$ cat src/core/sats_cfg.svh
// Purpose: Constants of the conversion trigger sequencer
// Assumes: Included by the package and by the top module; the edge detector does not include it
// Notes:   Byte addresses on the register bus, counts in conversion clocks
`ifndef SATS_CFG_SVH
`define SATS_CFG_SVH

`define SATS_NTRIG      32
`define SATS_NSLOT      24
`define SATS_RES_W      12
`define SATS_SLOT_LAST  5'd23

// Conversion timing, in conversion-clock cycles
`define SATS_CONV_STD   5'd16
`define SATS_CONV_ENH   5'd20
`define SATS_SH_CYC     5'd3
`define SATS_BIT_LAST   5'd14
`define SATS_MSB        4'd11
`define SATS_ADCLK_DIV  4'd1

// Register map
`define SATS_A_CTRL     8'h00
`define SATS_A_STATUS   8'h04
`define SATS_A_EDGE_LO  8'h08
`define SATS_A_EDGE_HI  8'h0C
`define SATS_A_FORCE    8'h10
`define SATS_A_MAN_RES  8'h14
`define SATS_A_PMX      8'h18
`define SATS_A_PEND     8'h1C
`define SATS_PG_MISC    4'h0
`define SATS_PG_TRIG    4'h1
`define SATS_PG_SLOT    4'h2
`define SATS_PG_RES     4'h3

// Field positions
`define SATS_CTRL_W     14
`define SATS_CTRL_START 6
`define SATS_TRIG_W     13
`define SATS_SLOT_W     15
`define SATS_PMX_W      10

`endif

$ cat src/core/sats_pkg.sv
// Purpose: Types shared by the conversion trigger sequencer
// Assumes: sats_cfg.svh holds the numbers
// Notes:   Field order of each struct matches its register layout
`include "sats_cfg.svh"

package sats_pkg;

   typedef enum logic [1:0] {
      SQ_IDLE  = 2'b00,
      SQ_SETUP = 2'b01,
      SQ_CONV  = 2'b11,
      SQ_STORE = 2'b10
   } sats_seq_e;

   typedef struct packed {
      logic        psel;
      logic        penable;
      logic        pwrite;
      logic [11:0] paddr;
      logic [31:0] pwdata;
   } sats_apb_req_s;

   typedef struct packed {
      logic        pready;
      logic [31:0] prdata;
      logic        pslverr;
   } sats_apb_rsp_s;

   typedef struct packed {
      logic [7:0] sel;
      logic       hold;
   } sats_pmx_s;

   typedef struct packed {
      logic [3:0]                 chan;
      logic                       sample;
      logic [`SATS_RES_W-1:0]     trial;
      logic                       pwr_dn;
   } sats_sar_s;

   typedef struct packed {
      logic [3:0] man_chan;
      logic [1:0] man_line;
      logic       man_ien;
      logic       rsvd;
      logic       seq_end;
      logic       queue;
      logic       repeat_en;
      logic       enh;
      logic       manual;
      logic       en;
   } sats_ctrl_s;

   typedef struct packed {
      logic [1:0] line;
      logic       ien;
      logic [4:0] cnt;
      logic [4:0] first;
   } sats_trig_s;

   typedef struct packed {
      logic [1:0] line;
      logic       ien;
      logic [7:0] sel;
      logic [3:0] chan;
   } sats_slot_s;

   typedef struct packed {
      logic       ovr;
      logic       hold;
      logic [7:0] sel;
   } sats_pmxreg_s;

endpackage

$ cat src/core/sats_edge_det.sv
// Purpose: Per-input edge detector with rising/falling selection
// Assumes: Inputs synchronous to core_clk
// Notes:   No event in the first cycle after reset
`timescale 1ns/1ps
`default_nettype none

module sats_edge_det #(
   parameter int W = 32
) (
   input  wire logic           core_clk,
   input  wire logic           sys_rst,
   input  wire logic [W-1:0]   sig_in,
   input  wire logic [2*W-1:0] edge_cfg,
   output logic      [W-1:0]   ev
);

   typedef struct packed {
      logic         primed;
      logic [W-1:0] prev;
   } sats_ed_st_s;

   sats_ed_st_s st_reg;
   sats_ed_st_s st_next;

   always_comb begin
      st_next.primed = 1'b1;
      st_next.prev   = sig_in;
   end

   always_ff @(posedge core_clk) begin
      if (sys_rst) begin
         st_reg <= '0;
      end else begin
         st_reg <= st_next;
      end
   end

   for (genvar i = 0; i < W; i++) begin : g_ev
      assign ev[i] = st_reg.primed &
                     ((sig_in[i] & ~st_reg.prev[i] & edge_cfg[2*i]) |
                      (~sig_in[i] & st_reg.prev[i] & edge_cfg[2*i+1]));
   end

endmodule

`default_nettype wire

$ cat src/core/sats_top.sv
// Purpose: 12-bit SAR control with trigger sequencer, result store, premux link
// Assumes: APB slave with one wait state; comparator answers within the
//          cycle in which each trial code is presented
// Notes:   Overview of operation follows
//
// Overview of operation
// - 12-bit successive approximation, fixed clock count
// - Channel selects direct inputs 0-7 or front end
// - Power-down when disabled; manual conversion can interrupt
// - Repeat or single shot, manual and sequences
// - Standard mode conversion takes 16 clocks
// - Enhanced mode conversion takes 20 clocks
// - Sample phase lasts 3 conversion clocks
// - Sequences run with no processor action
// - Each slot result copied to its storage
// - 32 trigger inputs, rising, falling or both
// - Register write forces a trigger like hardware
// - Each trigger chains 1 to 24 conversions
// - Per-slot enable raises interrupt on completion
// - Interrupt goes to one of four lines
// - Interrupt per slot or at sequence end
// - Every slot owns a result register
// - Premux link steered by sequencer or register
`timescale 1ns/1ps
`default_nettype none
`include "sats_cfg.svh"

module sats_top (
   input  wire logic                    core_clk,
   input  wire logic                    sys_rst,
   input  wire sats_pkg::sats_apb_req_s apb_req,
   output var  sats_pkg::sats_apb_rsp_s apb_rsp,
   input  wire logic [31:0]             trig_in,
   input  wire logic                    sar_cmp,
   output var  sats_pkg::sats_sar_s     sar_ctl,
   output var  sats_pkg::sats_pmx_s     premux_link,
   output var  logic [3:0]              irq_line
);
   import sats_pkg::*;

   typedef struct packed {
      sats_seq_e                                seq;
      sats_ctrl_s                               ctrl;
      logic [2*`SATS_NTRIG-1:0]                 edge_cfg;
      sats_trig_s [`SATS_NTRIG-1:0]             trig;
      sats_slot_s [`SATS_NSLOT-1:0]             slot;
      logic [`SATS_NSLOT-1:0][`SATS_RES_W-1:0]  res;
      logic [`SATS_RES_W-1:0]                   man_res;
      sats_pmxreg_s                             pmx;
      logic [`SATS_NTRIG-1:0]                   pend;
      logic                                     man_req;
      logic                                     man_act;
      logic [4:0]                               cur_trig;
      logic [4:0]                               idx;
      logic [4:0]                               cnt;
      logic [3:0]                               div;
      sats_apb_rsp_s                            rsp;
      sats_pmx_s                                link;
      sats_sar_s                                sar;
      logic [3:0]                               irq;
   } sats_st_s;

   sats_st_s               st_reg;
   sats_st_s               st_next;
   logic                   wr_fire;
   logic                   acc_wait;
   logic                   hit;
   logic [31:0]            rdata;
   logic [31:0]            edge_ev;
   logic [31:0]            force_ev;
   logic [31:0]            accepted;
   logic [4:0]             pick;
   logic [4:0]             slot_raw;
   logic [4:0]             slot_ix;
   logic [4:0]             nconv;
   logic [4:0]             bit_dist;
   logic [3:0]             bit_ix;
   logic                   last_slot;
   logic                   ce;
   logic [`SATS_RES_W-1:0] trial;
   sats_trig_s             tcfg;
   sats_slot_s             scfg;

   //--------------------------------------------------------------
   // Trigger inputs and selection
   //--------------------------------------------------------------
   sats_edge_det #(
      .W (`SATS_NTRIG)
   ) u_edge (
      .core_clk (core_clk),
      .sys_rst  (sys_rst),
      .sig_in   (trig_in),
      .edge_cfg (st_reg.edge_cfg),
      .ev       (edge_ev)
   );

   assign wr_fire  = apb_req.psel & apb_req.penable & st_reg.rsp.pready & apb_req.pwrite;
   assign acc_wait = apb_req.psel & apb_req.penable & ~st_reg.rsp.pready;
   assign force_ev = (wr_fire && apb_req.paddr[11:8] == `SATS_PG_MISC &&
                      apb_req.paddr[7:0] == `SATS_A_FORCE) ? apb_req.pwdata : '0;

   // Busy-time events are dropped unless queueing is on
   always_comb begin
      accepted = '0;
      if (st_reg.ctrl.en && !st_reg.ctrl.manual) begin
         accepted = edge_ev | force_ev;
         if (st_reg.seq != SQ_IDLE && !st_reg.ctrl.queue) begin
            accepted = '0;
         end
      end
   end

   always_comb begin
      pick = '0;
      for (int i = `SATS_NTRIG - 1; i >= 0; i--) begin
         if (st_reg.pend[i]) begin
            pick = 5'(i);
         end
      end
   end

   assign tcfg      = st_reg.trig[st_reg.cur_trig];
   assign slot_raw  = tcfg.first + st_reg.idx;
   assign slot_ix   = (slot_raw > `SATS_SLOT_LAST) ? `SATS_SLOT_LAST : slot_raw;
   assign scfg      = st_reg.slot[slot_ix];
   assign last_slot = (5'(st_reg.idx + 5'd1) >= tcfg.cnt) ||
                      (slot_ix == `SATS_SLOT_LAST);
   assign ce        = (st_reg.div == 4'(`SATS_ADCLK_DIV - 4'd1));
   assign nconv     = st_reg.ctrl.enh ? `SATS_CONV_ENH : `SATS_CONV_STD;
   assign bit_dist  = `SATS_BIT_LAST - st_reg.cnt;
   assign bit_ix    = bit_dist[3:0];

   //--------------------------------------------------------------
   // Register read decode
   //--------------------------------------------------------------
   always_comb begin
      hit   = 1'b1;
      rdata = '0;
      unique case (apb_req.paddr[11:8])
         `SATS_PG_MISC: begin
            unique case (apb_req.paddr[7:0])
               `SATS_A_CTRL:    rdata = 32'(st_reg.ctrl);
               `SATS_A_STATUS:  rdata = {20'h00000, st_reg.idx, st_reg.cur_trig,
                                         st_reg.man_act, st_reg.seq != SQ_IDLE};
               `SATS_A_EDGE_LO: rdata = st_reg.edge_cfg[31:0];
               `SATS_A_EDGE_HI: rdata = st_reg.edge_cfg[63:32];
               `SATS_A_FORCE:   rdata = '0;
               `SATS_A_MAN_RES: rdata = 32'(st_reg.man_res);
               `SATS_A_PMX:     rdata = 32'(st_reg.pmx);
               `SATS_A_PEND:    rdata = st_reg.pend;
               default:         hit = 1'b0;
            endcase
         end
         `SATS_PG_TRIG: begin
            hit   = ~apb_req.paddr[7];
            rdata = hit ? 32'(st_reg.trig[apb_req.paddr[6:2]]) : '0;
         end
         `SATS_PG_SLOT: begin
            hit   = (apb_req.paddr[7:2] <= 6'(`SATS_SLOT_LAST));
            rdata = hit ? 32'(st_reg.slot[apb_req.paddr[6:2]]) : '0;
         end
         `SATS_PG_RES: begin
            hit   = (apb_req.paddr[7:2] <= 6'(`SATS_SLOT_LAST));
            rdata = hit ? 32'(st_reg.res[apb_req.paddr[6:2]]) : '0;
         end
         default: hit = 1'b0;
      endcase
   end

   //--------------------------------------------------------------
   // Next state
   //--------------------------------------------------------------
   always_comb begin
      st_next     = st_reg;
      st_next.irq = '0;
      trial       = st_reg.sar.trial;

      // Bus slave: one wait state, answer registered
      st_next.rsp = '0;
      if (acc_wait) begin
         st_next.rsp.pready  = 1'b1;
         st_next.rsp.prdata  = rdata;
         st_next.rsp.pslverr = ~hit;
      end

      if (wr_fire && hit) begin
         unique case (apb_req.paddr[11:8])
            `SATS_PG_MISC: begin
               unique case (apb_req.paddr[7:0])
                  `SATS_A_CTRL: begin
                     st_next.ctrl      = apb_req.pwdata[`SATS_CTRL_W-1:0];
                     st_next.ctrl.rsvd = 1'b0;
                     if (apb_req.pwdata[`SATS_CTRL_START]) begin
                        st_next.man_req = 1'b1;
                     end
                  end
                  `SATS_A_EDGE_LO: st_next.edge_cfg[31:0]  = apb_req.pwdata;
                  `SATS_A_EDGE_HI: st_next.edge_cfg[63:32] = apb_req.pwdata;
                  `SATS_A_PMX:     st_next.pmx = apb_req.pwdata[`SATS_PMX_W-1:0];
                  default: ;
               endcase
            end
            `SATS_PG_TRIG: st_next.trig[apb_req.paddr[6:2]] = apb_req.pwdata[`SATS_TRIG_W-1:0];
            `SATS_PG_SLOT: st_next.slot[apb_req.paddr[6:2]] = apb_req.pwdata[`SATS_SLOT_W-1:0];
            default: ;
         endcase
      end

      st_next.div = ce ? 4'h0 : 4'(st_reg.div + 4'd1);

      // Sequencer and conversion engine
      unique case (st_reg.seq)
         SQ_IDLE: begin
            if (st_reg.ctrl.en && st_reg.ctrl.manual && st_reg.man_req) begin
               st_next.man_req  = 1'b0;
               st_next.man_act  = 1'b1;
               st_next.seq      = SQ_SETUP;
            end else if (st_reg.ctrl.en && !st_reg.ctrl.manual && |st_reg.pend) begin
               st_next.pend[pick] = 1'b0;
               st_next.cur_trig   = pick;
               st_next.idx        = '0;
               st_next.seq        = SQ_SETUP;
            end
         end
         SQ_SETUP: begin
            st_next.sar.chan   = st_reg.man_act ? st_reg.ctrl.man_chan : scfg.chan;
            st_next.link.sel   = scfg.sel;
            st_next.link.hold  = 1'b1;
            st_next.sar.trial  = '0;
            st_next.sar.sample = 1'b1;
            st_next.cnt        = '0;
            st_next.seq        = SQ_CONV;
         end
         SQ_CONV: begin
            if (ce) begin
               st_next.cnt = 5'(st_reg.cnt + 5'd1);
               if (st_reg.cnt == `SATS_SH_CYC - 5'd1) begin
                  st_next.sar.sample          = 1'b0;
                  st_next.link.hold           = 1'b0;
                  st_next.sar.trial           = '0;
                  st_next.sar.trial[`SATS_MSB] = 1'b1;
               end
               if (st_reg.cnt >= `SATS_SH_CYC && st_reg.cnt <= `SATS_BIT_LAST) begin
                  if (!sar_cmp) begin
                     trial[bit_ix] = 1'b0;
                  end
                  if (bit_ix != 4'h0) begin
                     trial[bit_ix - 4'd1] = 1'b1;
                  end
                  st_next.sar.trial = trial;
               end
               if (st_reg.cnt == 5'(nconv - 5'd1)) begin
                  st_next.seq = SQ_STORE;
               end
            end
         end
         SQ_STORE: begin
            if (st_reg.man_act) begin
               st_next.man_res = st_reg.sar.trial;
               if (st_reg.ctrl.man_ien) begin
                  st_next.irq[st_reg.ctrl.man_line] = 1'b1;
               end
               if (st_reg.ctrl.repeat_en && st_reg.ctrl.manual) begin
                  st_next.seq = SQ_SETUP;
               end else begin
                  st_next.man_act = 1'b0;
                  st_next.seq     = SQ_IDLE;
               end
            end else begin
               st_next.res[slot_ix] = st_reg.sar.trial;
               if (!st_reg.ctrl.seq_end && scfg.ien) begin
                  st_next.irq[scfg.line] = 1'b1;
               end
               if (last_slot) begin
                  if (st_reg.ctrl.seq_end && tcfg.ien) begin
                     st_next.irq[tcfg.line] = 1'b1;
                  end
                  if (st_reg.ctrl.repeat_en) begin
                     st_next.pend[st_reg.cur_trig] = 1'b1;
                  end
                  st_next.seq = SQ_IDLE;
               end else begin
                  st_next.idx = 5'(st_reg.idx + 5'd1);
                  st_next.seq = SQ_SETUP;
               end
            end
         end
      endcase

      // Disabling powers down and aborts any conversion
      if (!st_reg.ctrl.en) begin
         st_next.seq        = SQ_IDLE;
         st_next.man_act    = 1'b0;
         st_next.pend       = '0;
         st_next.sar.sample = 1'b0;
         st_next.link.hold  = 1'b0;
      end
      st_next.pend       = st_next.pend | accepted;
      st_next.sar.pwr_dn = ~st_next.ctrl.en;

      if (st_reg.pmx.ovr) begin
         st_next.link.sel  = st_reg.pmx.sel;
         st_next.link.hold = st_reg.pmx.hold;
      end
   end

   always_ff @(posedge core_clk) begin
      if (sys_rst) begin
         st_reg <= '0;
      end else begin
         st_reg <= st_next;
      end
   end

   //--------------------------------------------------------------
   // Outputs
   //--------------------------------------------------------------
   assign apb_rsp     = st_reg.rsp;
   assign sar_ctl     = st_reg.sar;
   assign premux_link = st_reg.link;
   assign irq_line    = st_reg.irq;

endmodule

`default_nettype wire

$ cat config.mk
export PLATFORM = sky130hd
export DESIGN_NAME = sats_top
export DESIGN_NICKNAME = d
export VERILOG_FILES = /design/src/core/sats_pkg.sv /design/src/core/sats_edge_det.sv /design/src/core/sats_top.sv
export VERILOG_INCLUDE_DIRS = /design/src /design/src/core
export SDC_FILE = /design/constraint.sdc
export NUM_CORES = 2
export LEC_CHECK = 0
export BUFFER_PORTS_ARGS = -buffer_cell sky130_fd_sc_hd__buf_2
export CAP_MARGIN = 20
export CORE_ASPECT_RATIO = 0.8
export CORE_MARGIN = 4
export CORE_UTILIZATION = 30
export CTS_CLUSTER_SIZE = 20
export DETAILED_ROUTE_END_ITERATION = 7
export GPL_ROUTABILITY_DRIVEN = 0
export PLACE_DENSITY_LB_ADDON = 0.2
export REMOVE_ABC_BUFFERS = 1
export SYNTH_ARGS = -nofsm -noshare
export SYNTH_HDL_FRONTEND = slang
export SYNTH_SLANG_ARGS = --single-unit
export TNS_END_PERCENT = 5
$ cat constraint.sdc
create_clock -name core_clk -period 7.4 [get_ports core_clk]
set_input_delay 0.37 -clock core_clk [delete_from_list [all_inputs] [get_ports core_clk]]
set_output_delay 0.37 -clock core_clk [all_outputs]
set_load 0.1 [all_outputs]
==> impl_metrics.json <==
{
  "cp_data_required_time_ns": 8.07,
  "die_width_um": 528.4,
  "fmax_mhz": 144.0,
  "synth_top_area_share_pct": 40.54,
  "status": "complete, no violations",
  "critPathKind": "reg2reg",
  "ios": 147,
  "fillers": 22090,
  "max_stage_delay_ns": 1.08,
  "dpl-instance-area_sq_um": 68200,
  "final.setup.worst_slack_ns": 0.4571,
  "finalClockSkew_ns": 0.08942,
  "largest_register_ffs": 1218,
  "avgSynthCellArea_sq_um": 8.567,
  "irDropWorstVdd_uv": 182.6,
  "start_kind": "flip-flop",
  "nets": 7435,
  "cts_made_buffers": 152,
  "period_share_pct": 93.82,
  "ys.flop_type": "dfxtp_1",
  "drc": 0,
  "power_per_cell_area_nw_per_um2": 209.5,
  "synth.yosys.seq_area_share_pct": 40.54,
  "cts_tree": "built",
  "synthTopCellsByCount": "nand2_1 (1403), dfxtp_1 (1316), a21oi_1 (1104)",
  "row_count": 152,
  "synthCells": 7586,
  "insertion_delay_ns": 0.84,
  "clk_pin_slew_ns": 0.06,
  "hold_slack_ns": 0.04310,
  "final_hold_viol_count": 0,
  "async_flop_share_pct": 0,
  "yosysMostFrequentCell": "nand2_1",
  "die_h_um": 424.3,
  "postCtsSetupRepairBufs": 0,
  "min_path_type": "in2reg",
  "dr.first_iter.drc_count": 9895,
  "ys_ff_latch": 1316,
  "cts_htree_levels": 4,
  "drtAntennaViolNets": 0,
  "hpwl_um": 198800,
  "grt_use_total_pct": 25.65,
  "syn_to_final_growth_pct": 13.31,
  "synth_top_area_cell": "dfxtp_1",
  "grt-ovfl-total": 0,
  "tightestPinTransition_ns": 1.341,
  "path_max_fanout": 19,
  "critical-path-top-delay-family": "compound AO/OA/AOI/OAI gates",
  "finalSetupViolCount": 0,
  "first_global_vias": 56650,
  "cts_resized": 0,
  "synth.top_cells.by_area": "dfxtp_1 (41%), mux4_2 (13%), a21oi_1 (8.5%)",
  "grt_pass1_wl_um": 427600,
  "crit_buf_inv": 1,
  "power_leakage_nw": 23.10,
  "start_util_pct": 30.24,
  "dp_slack_ns": 0.7357,
  "syn_area_sq_um": 64990,
  "vias": 61540,
  "grt_max_degree": 185,
  "numPortBuffers": 146,
  "ys.warnings.count": 0,
  "finalMaxSlewViolations": 0,
  "dr.pass1.iters": 8,
  "viasPerCell": 5.980,
  "endpoint_kind": "flip-flop",
  "cts_root_buffer": "clkbuf_16",
  "clock_sinks": 1316,
  "arrival_ns": 7.61,
  "slowest_stage": "o211ai_1",
  "core_area_sq_um": 214900,
  "wirelength_um": 300400,
  "drive_gt1_share_pct": 15.47,
  "final_area_sq_um": 73640,
  "crit_chain": "buf_4, mux4_2, a22oi_1, o2111ai_1, fa_4, a21o_1, a21oi_1, xor2_1, a31oi_2, o211ai_1, nor2_1, a22o_1, o41ai_1, a211oi_1",
  "dp.cells": 9973,
  "setup_tns_ns": 0,
  "grt_antenna_before_repair": 18,
  "drv_cap": 0,
  "relSlewSlack_pct": 10.59,
  "rsz0062_at_grt": "false",
  "final_cells": 10290,
  "die_area_sq_um": 224200,
  "period_needed_ns": 6.943,
  "synth_cell_types": 78,
  "clockBufferDepth": 4,
  "synth-edff-count": 0,
  "post_drt_wl_per_cell_um": 29.19
}
-- kinds of logic (layout without fill, tap and decap cells) --
kind of cell / count (synthesis) / in the layout / synth area share, %
buffers and inverters: 895 / 747 / 5.712
flip-flops: 1316 / 1316 / 40.54
XOR/XNOR: 13 / 13 / 0.1752
AO/OA/AOI/OAI: 2409 / 2409 / 20.94
adder cells (fa/ha/maj): 21 / 21 / 0.4159
AND/OR/NAND/NOR: 2271 / 2271 / 14.61
multiplexers: 661 / 661 / 17.61
other: 0 / 4 / 0
-- layout make-up --
| type | instances | area, sq um | share of cell area, % |
|---|---|---|---|
| multi-input cells | 5375 | 35330 | 47.98 |
| flip-flops and latches | 1316 | 26350 | 35.79 |
| diodes | 4 | 10.01 | 0.01359 |
| well taps | 2849 | 3565 | 4.841 |
| clock inverters | 32 | 394.1 | 0.5352 |
| clock buffers | 228 | 4482 | 6.086 |
| inverters | 27 | 102.6 | 0.1393 |
| repair buffers | 460 | 3398 | 4.615 |
-- where the power goes --
part           switching, W  total [W]  internal, W
registers        0.00000624    0.00710      0.00709
clock network       0.00321    0.00766      0.00445
logic              0.000524   0.000670     0.000146
-- worst register-to-register path, delay by kind of cell (launching register included) --
| kind | cells | cell delay [ns] |
|---|---|---|
| simple gates | 1 | 0.46 |
| compound gates | 9 | 3.74 |
| xor+xnor | 1 | 0.35 |
| buf+inv | 1 | 0.44 |
| flops | 1 | 0.59 |
| fa+ha+maj | 1 | 0.70 |
| mux | 1 | 0.55 |
-- stage by stage --
stage	power, W	util [%]
2_1_floorplan	0.007390	-
3_3_place_gp	0.007892	31.73
3_5_place_dp	0.007891	31.74
4_1_cts	0.01553	34.25
5_1_grt	0.01582	34.26
6_report	0.01543	34.26
-- cells in the final DEF, fill, tap and decap left out, types with 16 or more instances in the layout --
cell type         n
nor2_1          372
nor2_2           36
a22oi_1         207
dfxtp_1        1314
nand3_1         206
clkbuf_1         39
clkbuf_16       154
buf_2           144
o21ai_0         769
mux2i_1         240
a31oi_1          37
buf_4           248
nand2b_1         22
nor4_1           16
o211ai_1         30
nand3b_1         42
ha_1             19
mux4_2          382
dlygate4sd3_1    52
o22ai_1          45
o221ai_1         27
a222oi_1         31
a21oi_1        1104
nand2_1        1392
inv_1            26
nor2b_1          48
nor3_1           32
clkbuf_8         35
mux2_2           39
clkinv_2         17
-- layer usage --
metal | global-route usage [%] | wire length [um] | vias up
met2 | 35.56 | 122200 | 3570
li1 | - | - | 26610
met1 | 37.10 | 129300 | 30770
met4 | 9.934 | 13240 | 6
met3 | 7.410 | 35560 | 584
met5 | 0.4301 | 159 | -
-- repair_timing --
action | in CTS | in global routing
setup endpoints to repair | 0 | 0
hold buffers | 52 | 0
hold endpoints to repair | 92 | 0
-- worst paths after layout --
check,from,endpoint,slack [ns],cells after the start
worst max-delay path,st_reg[79],premux_link[2],0.46,14
worst min-delay path,apb_req[9],st_reg[1109],0.04,3
worst max register to register,st_reg[79],premux_link[2],0.46,14
worst min register to register,st_reg[174],st_reg[174],0.45,2
Note: power is estimated with default switching activity, not from simulation.
